[config.mk]
export PLATFORM = sky130hd
export DESIGN_NAME = suspend_resume_power_sequencer
export DESIGN_NICKNAME = d
export VERILOG_FILES = /design/src/rtl/power_seq_pkg.sv /design/src/rtl/suspend_resume_power_sequencer.sv /design/src/rtl/pin_sync.sv /design/src/rtl/rt_tick_gen.sv
export SDC_FILE = /design/constraint.sdc
export NUM_CORES = 1
export LEC_CHECK = 0
export BUFFER_PORTS_ARGS = -buffer_cell sky130_fd_sc_hd__buf_2
export CAP_MARGIN = 20
export CORE_ASPECT_RATIO = 1.75
export CORE_MARGIN = 2
export CORE_UTILIZATION = 30
export CTS_BUF_LIST = sky130_fd_sc_hd__clkbuf_8
export DETAILED_ROUTE_END_ITERATION = 12
export HOLD_SLACK_MARGIN = 0.1
export RECOVER_POWER = 25
export SYNTH_ARGS = -nofsm -noshare
export SYNTH_HDL_FRONTEND = slang
export SYNTH_SLANG_ARGS = --single-unit
[constraint.sdc]
create_clock -name clk_sys -period 2.6 [get_ports clk_sys]
set_input_delay 0.52 -clock clk_sys [delete_from_list [all_inputs] [get_ports clk_sys]]
set_output_delay 0.52 -clock clk_sys [all_outputs]
set_load 0.05 [all_outputs]
[src/rtl/power_seq_pkg.sv]
// ----------------------------------------------------------------------------
// Purpose: Shared constants and types for the suspend/resume power sequencer
// Assumes: A single 100 MHz system clock drives every flip-flop
// Notes:   Times are kept in their own units and converted to cycles or ticks
// ----------------------------------------------------------------------------
package power_seq_pkg;

   // -------------------------------------------------------------------------
   // Clock and timebase
   // -------------------------------------------------------------------------
   localparam int unsigned CLK_FREQ_HZ = 100_000_000; // System clock rate
   localparam int unsigned TICK_TIME_US = 32; // One real-time tick
   // Cycles in one tick, 3200 at 100 MHz
   localparam int unsigned TICK_CYCLES = (TICK_TIME_US * (CLK_FREQ_HZ / 1_000_000));
   localparam int unsigned TICK_CNT_W = 12; // Width of the tick divider

   // -------------------------------------------------------------------------
   // Sequencing waits, in their own units and in ticks (rounded up)
   // -------------------------------------------------------------------------
   localparam int unsigned PLL_LOCK_TIME_MS = 16; // Synthesizer lock wait
   localparam int unsigned STATUS_HOLD_TIME_MS = 1; // Stop release to status release
   localparam int unsigned TICK_TIME_NS = TICK_TIME_US * 1000; // Tick in ns
   localparam int unsigned PLL_LOCK_TICKS =
      (PLL_LOCK_TIME_MS * 1_000_000 + TICK_TIME_NS - 1) / TICK_TIME_NS;
   localparam int unsigned STATUS_HOLD_TICKS =
      (STATUS_HOLD_TIME_MS * 1_000_000 + TICK_TIME_NS - 1) / TICK_TIME_NS;
   localparam int unsigned SEQ_CNT_W = 10; // Width of the sequence counter
   localparam logic [SEQ_CNT_W-1:0] PLL_LOCK_CNT = SEQ_CNT_W'(PLL_LOCK_TICKS);
   localparam logic [SEQ_CNT_W-1:0] STATUS_HOLD_CNT = SEQ_CNT_W'(STATUS_HOLD_TICKS);
   localparam logic [SEQ_CNT_W-1:0] PLANE_RELEASE_CNT = 10'h001; // Release on 2nd tick
   localparam logic [1:0] SLEEP_RELEASE_CNT = 2'h1; // Sleep ends on 2nd tick after good
   localparam logic [1:0] SLEEP_KEEP_OFF_CNT = 2'h2; // Early release keeps sleep off
   localparam logic [1:0] SAT2_MAX = 2'h3; // Saturation of the 2-bit tick counters
   localparam logic [SEQ_CNT_W-1:0] SEQ_CNT_ZERO = 10'h000; // Counter restart value

   // -------------------------------------------------------------------------
   // Input synchroniser
   // -------------------------------------------------------------------------
   localparam int unsigned SYNC_WIDTH = 3; // Number of pins synchronised
   localparam int unsigned IDX_SUS_RST_N = 0; // Suspend-well reset, active low
   localparam int unsigned IDX_PWR_GOOD = 1; // Core power good
   localparam int unsigned IDX_CORE_ON = 2; // Core power present
   localparam logic [SYNC_WIDTH-1:0] SYNC_RESET_VALUE = 3'h0; // All absent at reset

   // -------------------------------------------------------------------------
   // Sequencer states
   // -------------------------------------------------------------------------
   typedef enum logic [2:0] {
      ST_MECH_OFF,   // Suspend-well reset held
      ST_PLANE_WAIT, // Reset released, planes still off
      ST_PLL_WAIT,   // Planes on, waiting for lock time and power good
      ST_STAT_WAIT,  // Stop requests released, holding suspend status
      ST_PCI_RST,    // Status released, PCI reset still held
      ST_CPU_RST,    // PCI reset released, processor reset held
      ST_ON          // Fully on
   } seq_state_t;

   // -------------------------------------------------------------------------
   // Output pin bundle
   // -------------------------------------------------------------------------
   typedef struct packed {
      logic [1:0] suspend_status_n;       // Suspend status, active low
      logic [2:0] plane_off_n;            // Plane-off controls, active low
      logic suspend_refresh_clock;        // Suspend refresh clock
      logic cpu_clock_stop_req_n;         // CPU clock stop, active low
      logic cpu_clock_stop_req_oe;        // High while driven
      logic pci_clock_stop_req_n;         // PCI clock stop, active low
      logic pci_clock_stop_req_oe;        // High while driven
      logic pci_bus_reset_n;              // PCI bus reset, active low
      logic processor_reset;              // Processor reset, active high
      logic processor_sleep_n;            // Processor sleep, active low
      logic processor_clock_stop_n;       // Processor clock stop, active low
   } power_pins_t;

   localparam power_pins_t PINS_RESET = 14'h0007; // Mech-off values at reset

endpackage : power_seq_pkg

[src/rtl/suspend_resume_power_sequencer.sv]
// ----------------------------------------------------------------------------
// Purpose: Power-state sequencer for planes, clock stops, sleep and resets
// Assumes: Pin inputs are asynchronous; one 100 MHz clock
// Notes:   Every timed step is aligned to the real-time tick
// ----------------------------------------------------------------------------
// Overview of operation
// - Steps are timed in 32 us ticks
// - Reset asserts status, planes off, clock low
// - Planes released one to two ticks later
// - Power good low: float stops, assert resets
// - Core first: sleep and stop inactive
// - Reset released first: sleep and stop active
// - Power good drives clock stops active
// - Early release keeps sleep and stop inactive
// - Late release pulses sleep, ends 1-2 ticks
// - Wait 16 ms and good before stop release
// - Late good: release one to two ticks after good
// - Status released 1 ms after stop release
// - Refresh clock starts with status release
// - PCI reset released one tick after status
// - Processor reset released one tick later
// ----------------------------------------------------------------------------
`timescale 1ns/1ps

module suspend_resume_power_sequencer #(
   parameter int unsigned TICK_CYCLES = power_seq_pkg::TICK_CYCLES
) (
   input wire logic clk_sys,
   input wire logic reset_n,
   input wire logic suspend_well_reset_n,
   input wire logic core_power_good,
   input wire logic core_power_present,
   output power_seq_pkg::power_pins_t pins
);

   // ------------------------------------------------------------------------
   // Elaboration check
   // ------------------------------------------------------------------------
   if (TICK_CYCLES < 2)
   begin : g_bad_tick
      $error("Tick must span at least two cycles");
   end

   // ------------------------------------------------------------------------
   // Timebase and synchronised inputs
   // ------------------------------------------------------------------------
   logic tick; // One-cycle pulse per tick
   logic phase; // Half-duty level per tick
   logic [power_seq_pkg::SYNC_WIDTH-1:0] pin_raw; // Raw pin levels
   logic [power_seq_pkg::SYNC_WIDTH-1:0] pin_lvl; // Synchronised levels
   logic sus_rst; // Suspend-well reset held
   logic pg; // Core power good
   logic core_on; // Core power present

   // Timebase for every step
   rt_tick_gen #(
      .TICK_CYCLES(TICK_CYCLES)
   ) u_tick (
      .clk_sys(clk_sys),
      .reset_n(reset_n),
      .tick(tick),
      .phase(phase)
   );

   assign pin_raw[power_seq_pkg::IDX_SUS_RST_N] = suspend_well_reset_n;
   assign pin_raw[power_seq_pkg::IDX_PWR_GOOD] = core_power_good;
   assign pin_raw[power_seq_pkg::IDX_CORE_ON] = core_power_present;

   // Synchronise all pins before use
   pin_sync #(
      .WIDTH(power_seq_pkg::SYNC_WIDTH),
      .RESET_VALUE(power_seq_pkg::SYNC_RESET_VALUE)
   ) u_sync (
      .clk_sys(clk_sys),
      .reset_n(reset_n),
      .pin_in(pin_raw),
      .level_out(pin_lvl)
   );

   assign sus_rst = !pin_lvl[power_seq_pkg::IDX_SUS_RST_N];
   assign pg = pin_lvl[power_seq_pkg::IDX_PWR_GOOD];
   assign core_on = pin_lvl[power_seq_pkg::IDX_CORE_ON];

   // ------------------------------------------------------------------------
   // Main sequence state
   // ------------------------------------------------------------------------
   power_seq_pkg::seq_state_t state_q; // Current step
   power_seq_pkg::seq_state_t state_d;
   logic [power_seq_pkg::SEQ_CNT_W-1:0] cnt_q; // Ticks spent in this step
   logic [power_seq_pkg::SEQ_CNT_W-1:0] cnt_d;
   logic [1:0] pg_ticks_q; // Ticks since power good, saturating
   logic [1:0] pg_ticks_d;

   // Next step of the sequence
   always_comb
   begin
      state_d = state_q;
      cnt_d = cnt_q;
      pg_ticks_d = pg_ticks_q;
      // Ticks since power good rose, cleared while it is low
      if (!pg)
      begin
         pg_ticks_d = 2'h0;
      end
      else if (tick && pg_ticks_q != power_seq_pkg::SAT2_MAX)
      begin
         pg_ticks_d = pg_ticks_q + 2'h1;
      end
      if (sus_rst)
      begin
         // Suspend reset wins at once over every other step
         state_d = power_seq_pkg::ST_MECH_OFF;
         cnt_d = power_seq_pkg::SEQ_CNT_ZERO;
      end
      else
      begin
         case (state_q)
            power_seq_pkg::ST_MECH_OFF:
            begin
               // Release seen, start counting ticks
               state_d = power_seq_pkg::ST_PLANE_WAIT;
               cnt_d = power_seq_pkg::SEQ_CNT_ZERO;
            end
            power_seq_pkg::ST_PLANE_WAIT:
            begin
               // Planes come on at the second tick edge
               if (tick)
               begin
                  if (cnt_q == power_seq_pkg::PLANE_RELEASE_CNT)
                  begin
                     state_d = power_seq_pkg::ST_PLL_WAIT;
                     cnt_d = power_seq_pkg::SEQ_CNT_ZERO;
                  end
                  else
                  begin
                     cnt_d = cnt_q + 10'h001;
                  end
               end
            end
            power_seq_pkg::ST_PLL_WAIT:
            begin
               // Whole ticks of lock time, then power good
               if (tick)
               begin
                  // Lock count rounded up to whole ticks
                  if (cnt_q != power_seq_pkg::PLL_LOCK_CNT)
                  begin
                     cnt_d = cnt_q + 10'h001;
                  end
                  // Second tick edge after good, so a full tick
                  else if (pg && pg_ticks_q != 2'h0)
                  begin
                     state_d = power_seq_pkg::ST_STAT_WAIT;
                     cnt_d = power_seq_pkg::SEQ_CNT_ZERO;
                  end
               end
            end
            power_seq_pkg::ST_STAT_WAIT:
            begin
               // Hold status for the rounded-up wait
               if (tick)
               begin
                  if (cnt_q == power_seq_pkg::STATUS_HOLD_CNT)
                  begin
                     state_d = power_seq_pkg::ST_PCI_RST;
                  end
                  else
                  begin
                     cnt_d = cnt_q + 10'h001;
                  end
               end
            end
            power_seq_pkg::ST_PCI_RST:
            begin
               // PCI reset ends at the next tick
               if (tick)
               begin
                  state_d = power_seq_pkg::ST_CPU_RST;
               end
            end
            power_seq_pkg::ST_CPU_RST:
            begin
               // Processor reset ends at the next tick
               if (tick)
               begin
                  state_d = power_seq_pkg::ST_ON;
               end
            end
            power_seq_pkg::ST_ON:
            begin
               // Stay on while power is good
               state_d = power_seq_pkg::ST_ON;
            end
            default:
            begin
               state_d = power_seq_pkg::ST_MECH_OFF;
               cnt_d = power_seq_pkg::SEQ_CNT_ZERO;
            end
         endcase
         // Loss of power good returns to the lock wait, lock time kept
         if (!pg && state_q != power_seq_pkg::ST_MECH_OFF &&
             state_q != power_seq_pkg::ST_PLANE_WAIT &&
             state_q != power_seq_pkg::ST_PLL_WAIT)
         begin
            state_d = power_seq_pkg::ST_PLL_WAIT;
            cnt_d = power_seq_pkg::PLL_LOCK_CNT;
         end
      end
   end

   // Register the sequence state
   always_ff @(posedge clk_sys or negedge reset_n)
   begin
      if (!reset_n)
      begin
         state_q <= power_seq_pkg::ST_MECH_OFF;
         cnt_q <= power_seq_pkg::SEQ_CNT_ZERO;
         pg_ticks_q <= 2'h0;
      end
      else
      begin
         state_q <= state_d;
         cnt_q <= cnt_d;
         pg_ticks_q <= pg_ticks_d;
      end
   end

   // ------------------------------------------------------------------------
   // Processor sleep and clock-stop handling at power-up
   // ------------------------------------------------------------------------
   logic core_first_q; // Core power was on before reset release
   logic core_first_d;
   logic [1:0] rel_ticks_q; // Ticks since reset release, saturating
   logic [1:0] rel_ticks_d;
   logic sleep_q; // Sleep and clock stop requested
   logic sleep_d;
   logic pg_prev_q; // Power good one cycle ago
   logic pg_prev_d;

   // Decide whether sleep and stop are active
   always_comb
   begin
      core_first_d = core_first_q;
      rel_ticks_d = rel_ticks_q;
      sleep_d = sleep_q;
      pg_prev_d = pg;
      if (sus_rst)
      begin
         // Remember which power came first, sleep off
         core_first_d = core_on;
         rel_ticks_d = 2'h0;
         sleep_d = 1'b0;
      end
      else
      begin
         if (tick && rel_ticks_q != power_seq_pkg::SAT2_MAX)
         begin
            rel_ticks_d = rel_ticks_q + 2'h1;
         end
         if (!pg)
         begin
            // Core first keeps them off, release first asserts them
            sleep_d = !core_first_q;
         end
         else if (!pg_prev_q)
         begin
            // Early release keeps them off, late release pulses them
            sleep_d = sleep_q || (rel_ticks_q < power_seq_pkg::SLEEP_KEEP_OFF_CNT);
         end
         else if (tick && pg_ticks_q == power_seq_pkg::SLEEP_RELEASE_CNT)
         begin
            // End the pulse at the second tick after good
            sleep_d = 1'b0;
         end
      end
   end

   // Register the sleep state
   always_ff @(posedge clk_sys or negedge reset_n)
   begin
      if (!reset_n)
      begin
         core_first_q <= 1'b0;
         rel_ticks_q <= 2'h0;
         sleep_q <= 1'b0;
         pg_prev_q <= 1'b0;
      end
      else
      begin
         core_first_q <= core_first_d;
         rel_ticks_q <= rel_ticks_d;
         sleep_q <= sleep_d;
         pg_prev_q <= pg_prev_d;
      end
   end

   // ------------------------------------------------------------------------
   // Output pins
   // ------------------------------------------------------------------------
   power_seq_pkg::power_pins_t pins_q; // Registered pin values
   power_seq_pkg::power_pins_t pins_d;
   logic stops_off; // Stop requests released
   logic status_off; // Suspend status released
   logic planes_on; // Planes powered

   // Derive the pins from the sequence state, power good and the sleep state
   always_comb
   begin
      planes_on = (state_q != power_seq_pkg::ST_MECH_OFF) &&
                  (state_q != power_seq_pkg::ST_PLANE_WAIT);
      stops_off = planes_on && (state_q != power_seq_pkg::ST_PLL_WAIT);
      status_off = stops_off && (state_q != power_seq_pkg::ST_STAT_WAIT);
      pins_d = pins_q;
      // Status and planes low while held
      pins_d.suspend_status_n = status_off ? 2'h3 : 2'h0;
      pins_d.plane_off_n = planes_on ? 3'h7 : 3'h0;
      // Refresh clock low until status release, then runs
      pins_d.suspend_refresh_clock = status_off && phase;
      // Float without good, else driven low until released
      pins_d.cpu_clock_stop_req_oe = pg;
      pins_d.pci_clock_stop_req_oe = pg;
      pins_d.cpu_clock_stop_req_n = stops_off;
      pins_d.pci_clock_stop_req_n = stops_off;
      // Resets held without good or before their step
      pins_d.pci_bus_reset_n = pg && (state_q == power_seq_pkg::ST_CPU_RST ||
                                      state_q == power_seq_pkg::ST_ON);
      pins_d.processor_reset = !(pg && state_q == power_seq_pkg::ST_ON);
      pins_d.processor_sleep_n = !sleep_q;
      pins_d.processor_clock_stop_n = !sleep_q;
   end

   // Register the pins
   always_ff @(posedge clk_sys or negedge reset_n)
   begin
      if (!reset_n)
      begin
         pins_q <= power_seq_pkg::PINS_RESET;
      end
      else
      begin
         pins_q <= pins_d;
      end
   end

   assign pins = pins_q;

endmodule : suspend_resume_power_sequencer

[src/rtl/pin_sync.sv]
// ----------------------------------------------------------------------------
// Purpose: Three-stage synchroniser with agreement filter for pin inputs
// Assumes: Inputs are asynchronous levels
// Notes:   The filtered level changes only when stages two and three agree
// ----------------------------------------------------------------------------
`timescale 1ns/1ps

module pin_sync #(
   parameter int unsigned WIDTH = power_seq_pkg::SYNC_WIDTH,
   parameter logic [WIDTH-1:0] RESET_VALUE = power_seq_pkg::SYNC_RESET_VALUE
) (
   input wire logic clk_sys,
   input wire logic reset_n,
   input wire logic [WIDTH-1:0] pin_in,
   output logic [WIDTH-1:0] level_out
);

   // ----------------------------------------------------------------------
   // Elaboration check
   // ----------------------------------------------------------------------
   if (WIDTH < 1)
   begin : g_bad_width
      $error("pin_sync needs at least one bit");
   end

   // ----------------------------------------------------------------------
   // Per-bit stages
   // ----------------------------------------------------------------------
   genvar gi;
   for (gi = 0; gi < WIDTH; gi++)
   begin : g_bit
      logic meta_q; // First stage, read only by the second
      logic mid_q; // Second stage
      logic last_q; // Third stage
      logic filt_q; // Agreed level
      logic filt_d; // Next agreed level

      // Accept a new level once stages two and three agree
      always_comb
      begin
         filt_d = (mid_q == last_q) ? last_q : filt_q;
      end

      // Register the chain
      always_ff @(posedge clk_sys or negedge reset_n)
      begin
         if (!reset_n)
         begin
            meta_q <= RESET_VALUE[gi];
            mid_q <= RESET_VALUE[gi];
            last_q <= RESET_VALUE[gi];
            filt_q <= RESET_VALUE[gi];
         end
         else
         begin
            meta_q <= pin_in[gi];
            mid_q <= meta_q;
            last_q <= mid_q;
            filt_q <= filt_d;
         end
      end

      assign level_out[gi] = filt_q;
   end

endmodule : pin_sync

[src/rtl/rt_tick_gen.sv]
// ----------------------------------------------------------------------------
// Purpose: Real-time timebase, one tick pulse and a half-duty phase per tick
// Assumes: TICK_CYCLES system clocks make one tick
// Notes:   The phase output feeds the suspend refresh clock
// ----------------------------------------------------------------------------
`timescale 1ns/1ps

module rt_tick_gen #(
   parameter int unsigned TICK_CYCLES = power_seq_pkg::TICK_CYCLES
) (
   input wire logic clk_sys,
   input wire logic reset_n,
   output logic tick,
   output logic phase
);

   localparam int unsigned CW = power_seq_pkg::TICK_CNT_W; // Counter width
   localparam logic [CW-1:0] LAST = CW'(TICK_CYCLES - 1); // Final count
   localparam logic [CW-1:0] HALF = CW'(TICK_CYCLES / 2); // Phase rises here

   // ----------------------------------------------------------------------
   // Elaboration check
   // ----------------------------------------------------------------------
   if (TICK_CYCLES < 2 || TICK_CYCLES > (1 << CW))
   begin : g_bad_tick
      $error("rt_tick_gen cannot serve this tick length");
   end

   logic [CW-1:0] cnt_q; // Cycle counter
   logic [CW-1:0] cnt_d;
   logic tick_q; // Registered tick pulse
   logic tick_d;
   logic phase_q; // Registered phase level
   logic phase_d;

   // Count cycles and derive tick and phase
   always_comb
   begin
      cnt_d = (cnt_q == LAST) ? '0 : cnt_q + 1'b1;
      tick_d = (cnt_q == LAST);
      phase_d = (cnt_d >= HALF);
   end

   // Register counter and outputs
   always_ff @(posedge clk_sys or negedge reset_n)
   begin
      if (!reset_n)
      begin
         cnt_q <= '0;
         tick_q <= 1'b0;
         phase_q <= 1'b0;
      end
      else
      begin
         cnt_q <= cnt_d;
         tick_q <= tick_d;
         phase_q <= phase_d;
      end
   end

   assign tick = tick_q;
   assign phase = phase_q;

endmodule : rt_tick_gen

Word level (Yosys, flattened, before mapping)
Index checks and enable logic that the tools add are counted.
Widths: inputs -> output; s select.
Cells by class
  equality and inequality tests: 34
  add/sub/neg operators: 4
  reduce and logical (&&, ||, !) cells: 25
  multiplexer cells: 33
  magnitude comparators: 2
Operators with widths (count)
  $mux 10: 9
  $ne 4x4->1 const B: 11
  $pmux 10 s4: 1
  $mux 3: 12
  $pmux 3 s7: 1
  $logic_and 1x1->1: 13
  $add 12x1->12 const B: 1
  $eq 12x12->1 const B: 1
  $ge 12x11->1 const B: 1
  $mux 12: 1
  $add 10x1->10 const B: 1
  $eq 10x1->1 const B: 1
  $eq 10x6->1 const B: 1
  $mux 2: 5
  $ne 10x9->1 const B: 1
  $eq 3x3->1 const B: 3
  $reduce_and 9->1: 1
  $ne 2x2->1 const B: 4
  $eq 3x2->1 const B: 2
  $ne 3x2->1 const B: 2
  $reduce_and 6->1: 1
  $ne 5x5->1 const B: 1
  $add 2x1->2 const B: 2
  $logic_not 1->1: 4
  other kinds (12): 18
Word-level totals
  output and inout bits: 14
  bits of input ports: 5
  register bits: 56

Depth between registers and ports, before layout
  depth after elaboration: 8
  depth in mapped cells: 8
  gate-level depth less buffers: 7

Modules after synthesis
From an unflattened synthesis, not the netlist that was laid out.
Second synthesis, totals
  cell total of the unflattened synthesis: 255
  area, all modules: 2678.8 sq um
By module, submodules not included
  suspend_resume_power_sequencer: cells each 184, area each 1706.6 sq um, times used 1
  rt_tick_gen: cells each 53, area each 615.6 sq um, times used 1
  pin_sync: cells each 18, area each 356.6 sq um, times used 1

Least setup slack after synthesis
Ideal clock, no wire load.
  kind: register to register
  start point: reg cnt_q[0] in the netlist's numbering
  end point: reg cnt_q[0] in the netlist's numbering
  stages on the path, launching flop included: 7
  required time: 2524 ps
  path slack: 667 ps
  arrival: 1856 ps
  buffers on the path: 0
  clock period less this slack: 1933 ps
  path through: dfrtp_1 > ha_1 > nor2b_1 > a311oi_2 > nor3_2 > or4_1 > o21ai_1
Between the ends
  longest elaborated chain between the ends: 6
  elaborated cells on any way between the ends: 16
  those cells by class: 1 x add/sub; 5 x eq/ne; 9 x mux; 1 x reduce/logical
RTL lines
  from (decl): line suspend_resume_power_sequencer.sv:89  | logic [power_seq_pkg::SEQ_CNT_W-1:0] cnt_q;
  from (signal assigned): line suspend_resume_power_sequencer.sv:217  | cnt_q <= power_seq_pkg::SEQ_CNT_ZERO;
  from (signal assigned): line suspend_resume_power_sequencer.sv:223  | cnt_q <= cnt_d;
  $add 10x1->10, or another cell as far along: line suspend_resume_power_sequencer.sv:136, suspend_resume_power_sequencer.sv:148, suspend_resume_power_sequencer.sv:169
  $mux 10, on equally long branches: line suspend_resume_power_sequencer.sv:163, suspend_resume_power_sequencer.sv:129, suspend_resume_power_sequencer.sv:146
  $mux 10, on equally long branches: line suspend_resume_power_sequencer.sv:161, suspend_resume_power_sequencer.sv:127, suspend_resume_power_sequencer.sv:143
  $pmux 10 s4: line suspend_resume_power_sequencer.sv:117  | case (state_q)
  $mux 10: line suspend_resume_power_sequencer.sv:201  | if (!pg && state_q != power_seq_pkg::ST_MECH_OFF &&
  $mux 10: line suspend_resume_power_sequencer.sv:109  | if (sus_rst)
Parallel ways exist; a longest one is shown, timed or not. The select of a mux whose other input is x is not followed.
A chain may end at the register's enable or synchronous reset.

Worst setup path in the final report
  start point: reg state_q[1]
  end point: reg cnt_q[5] in the netlist's numbering
Between the ends
  longest elaborated chain between the ends: 6
  elaborated cells on any way between the ends: 23
  those cells by class: 14 x eq/ne; 3 x mux; 6 x reduce/logical
RTL lines
  from (decl): line suspend_resume_power_sequencer.sv:87  | power_seq_pkg::seq_state_t state_q;
  from (signal assigned): line suspend_resume_power_sequencer.sv:216  | state_q <= power_seq_pkg::ST_MECH_OFF;
  from (signal assigned): line suspend_resume_power_sequencer.sv:222  | state_q <= state_d;
  $reduce_bool 3->1: line suspend_resume_power_sequencer.sv:201
  $logic_and 1x1->1 (2 in series): line suspend_resume_power_sequencer.sv:201
  $logic_and 1x1->1: line suspend_resume_power_sequencer.sv:202  | state_q != power_seq_pkg::ST_PLANE_WAIT &&
  $ne 5x5->1 (no line), or another cell as far along
  $reduce_and 6->1 (no line) / $mux 10 (equally long branches)
Parallel ways exist; a longest one is shown, timed or not.

==> impl_metrics.py <==
metrics = {
    "floorplanning": {
        "io_pins": 19,
        "die_w_um": 76.41,
        "die-height_um": 130.7,
        "fp.dieArea_um2": 9988,
        "coreArea_um2": 8979,
        "initial_core_util": 0.3066,
        "rows": 46,
    },
    "clock_network": {
        "clkTransAtPathRegs_ns": 0.10,
        "cts_setup_buffers": 0,
        "cts_hold_buf": 0,
        "clock_path_buffers": 2,
        "cts.sinks": 53,
        "clk-insertion-delay-late_ns": 0.32,
        "cts_resized": 0,
        "htreeDepth": 2,
        "cts_inserted_buffers": 5,
        "root_buffer": "clkbuf_8",
        "cts_tree": "built",
    },
    "grt": {
        "grt_overflow": 0,
        "grt_max_degree": 54,
        "grt_use_total": 0.1169,
        "antenna_found_initial": 0,
        "first_global_vias": 1854,
        "grt_first_pass_wirelength_mm": 9.108,
    },
    "min_path": {
        "hold_depth": 1,
        "hold_class": "in2reg",
        "min_from": "suspend_well_reset_n",
        "min_to": "u_sync.g_bit[0].meta_q",
    },
    "setup_path": {
        "critical_path.max_stage_delay_ns": 0.63,
        "slowest_stage": "dfrtp_1",
        "reg2reg_depth": 5,
        "worstSetupPathType": "reg2reg",
        "crit_path_cell_trace": "and3b_1 -> a41oi_2 -> or2_0 -> and3_4 -> a221o_1",
        "cp_max_fo": 15,
        "crit_required_ns": 2.81,
        "crit_path_start_kind": "flop",
        "critPathCaptureType": "flop",
        "r2r_start": "state_q[1]",
        "critPathArrivalTime_ns": 2.44,
        "rr_endpoint": "cnt_q[5]",
        "r2r_setup_slack_ns": 0.37,
    },
    "timing": {
        "layout_worst_path_cycle_share": 0.8595,
        "fmax_mhz": 447.5,
        "relSlewSlack": 0.1361,
        "setup_tns_ns": 0,
        "fin_crit_ns": 2.235,
        "drv_slew": 0,
        "worst_slew_pin_slew_ns": 1.296,
        "fin_ws_ns": 0.3654,
        "hold_viol_final": 0,
        "fin_worst_skew_ns": 0.005429,
        "setup_viol": 0,
        "rsz0062_at_grt": "no",
    },
    "power_and_ir_drop": {
        "peakVddDrop_v": 0.0002952,
        "p_leak_nw": 1.283,
        "power.density_nw_per_um2": 742.7,
        "power_mw": 2.214,
    },
    "synth": {
        "synth_cell_type_count": 67,
        "synthTopCellsByCount": "dfrtp_1, nand2_1, nand3_1, nor2_1",
        "ys_seq_area_frac": 0.4827,
        "synth_top_area_cell": "dfrtp_1",
        "synth_seq_cells": 53,
        "ys.flop_type": "dfrtp_1",
        "synth.most_common_cell": "dfrtp_1",
        "netlist_instances": 252,
        "yosys_warnings": 0,
        "synth_top_area_frac": 0.4636,
        "synth_area_um2": 2753,
        "synth.avg_cell_area_um2": 10.92,
        "async_flop_share": 1.000,
        "synth.area.top_cells": "dfrtp_1, ha_1, buf_4",
        "syn_nets": 266,
        "synth-edff-count": 0,
    },
    "layout": {
        "final_util": 0.3319,
        "nets": 277,
        "drive_gt1_frac": 0.1894,
        "fill_cells": 946,
        "area_delta_synth_final_pct": 8.273,
        "diodes": 0,
    },
    "place": {
        "port_buffers": 18,
        "dp_hpwl_mm": 4.026,
        "post-place-ws_ns": 0.4133,
        "gp_congestion": 0.8964,
    },
    "detailed_routing": {
        "wirelength_mm": 5.470,
        "drtPass1Iterations": 4,
        "ant_nets": 0,
        "drc": 0,
        "viasPerCell": 5.010,
        "vias": 1924,
        "wire_per_inst_um": 14.24,
        "drtIter0Drc": 134,
    },
    "flow_run": {
        "drv_cap": 0,
    },
    "outcome": {
        "status": "finished clean",
    },
}
## state kept, by name, indices dropped and copies added, names as in the netlist, 3 cells and up
signal               cells
cnt_q                   10
pins                     8
state_q                  3
u_sync.g_bit.filt_q      3
u_sync.g_bit.last_q      3
u_sync.g_bit.meta_q      3
u_sync.g_bit.mid_q       3
u_tick.cnt_q            12
## worst max-delay path by stage
stage                from       end
6_report       state_q[1]  cnt_q[5]
5_1_grt        state_q[1]  cnt_q[5]
4_1_cts        state_q[1]  cnt_q[5]
3_5_place_dp   state_q[1]  cnt_q[5]
3_3_place_gp   state_q[1]  cnt_q[5]
2_1_floorplan    cnt_q[0]  cnt_q[0]
## layout make-up
cell class                 count  area, µm²  share of cell area
timing repair buffer          20      102.6             0.03442
clock inverter                 2      17.52            0.005877
sequential                    53       1329              0.4458
tap                          120      150.1             0.05038
clock buffer                   6      82.58             0.02771
inverter                       8      30.03             0.01008
multi-input combinational    175       1269              0.4257
## logic make-up after synthesis
logic type / after synthesis / share of synthesized area
AO/OA/AOI/OAI: 54 / 0.1527
XOR/XNOR: 11 / 0.03500
adder cells (fa/ha/maj): 12 / 0.05182
buffers and inverters: 24 / 0.05636
flip-flops: 53 / 0.4827
multiplexers: 3 / 0.01136
AND/OR/NAND/NOR: 95 / 0.2100
## worst max-delay path, delay by kind of cell, from the launching register on
family / cells / cell delay (ns)
compound gates: 2 / 0.49
flops: 1 / 0.63
simple gates: 3 / 1.00
## placed cells by master (no fill, tap or decap), drive strengths merged, types with 4 or more instances in the layout
cell type,netlist,final
dfrtp,51,51
buf,14,19
nand2,14,14
nand3,13,13
nor2,12,12
o21ai,12,12
ha,9,9
nand2b,9,9
inv,8,9
a21oi,8,8
clkbuf,2,7
nor3,7,7
xnor2,6,6
xor2,5,5
and2,5,5
a211oi,4,4
nor2b,4,4
or2,4,4
and3,4,4
## metrics by stage
step | cells | hold slack, ns | area, µm²
6_report | 384 | 0.3036 | 2980
5_1_grt | 384 | 0.2813 | 2980
4_1_cts | 384 | 0.2886 | 2983
3_5_place_dp | 376 | 0.3362 | 2883
3_3_place_gp | 376 | 0.3342 | 2883
2_1_floorplan | 252 | 0.2244 | 2753
## power breakdown
group | switching (mW) | total, mW | internal [mW]
sequential | 0.111 | 1.00 | 0.891
clock | 0.285 | 0.507 | 0.221
combinational | 0.451 | 0.704 | 0.253
total | 0.848 | 2.21 | 1.37
## metal layers
metal	GRT usage	routed length [µm]	vias up
li1	-	-	922
met1	0.1228	2158	942
met2	0.2129	2957	46
met3	0.02266	161	14
met4	0.07701	193	0
met5	0	0	-
No activity file was read; power rests on OpenSTA's default activity.
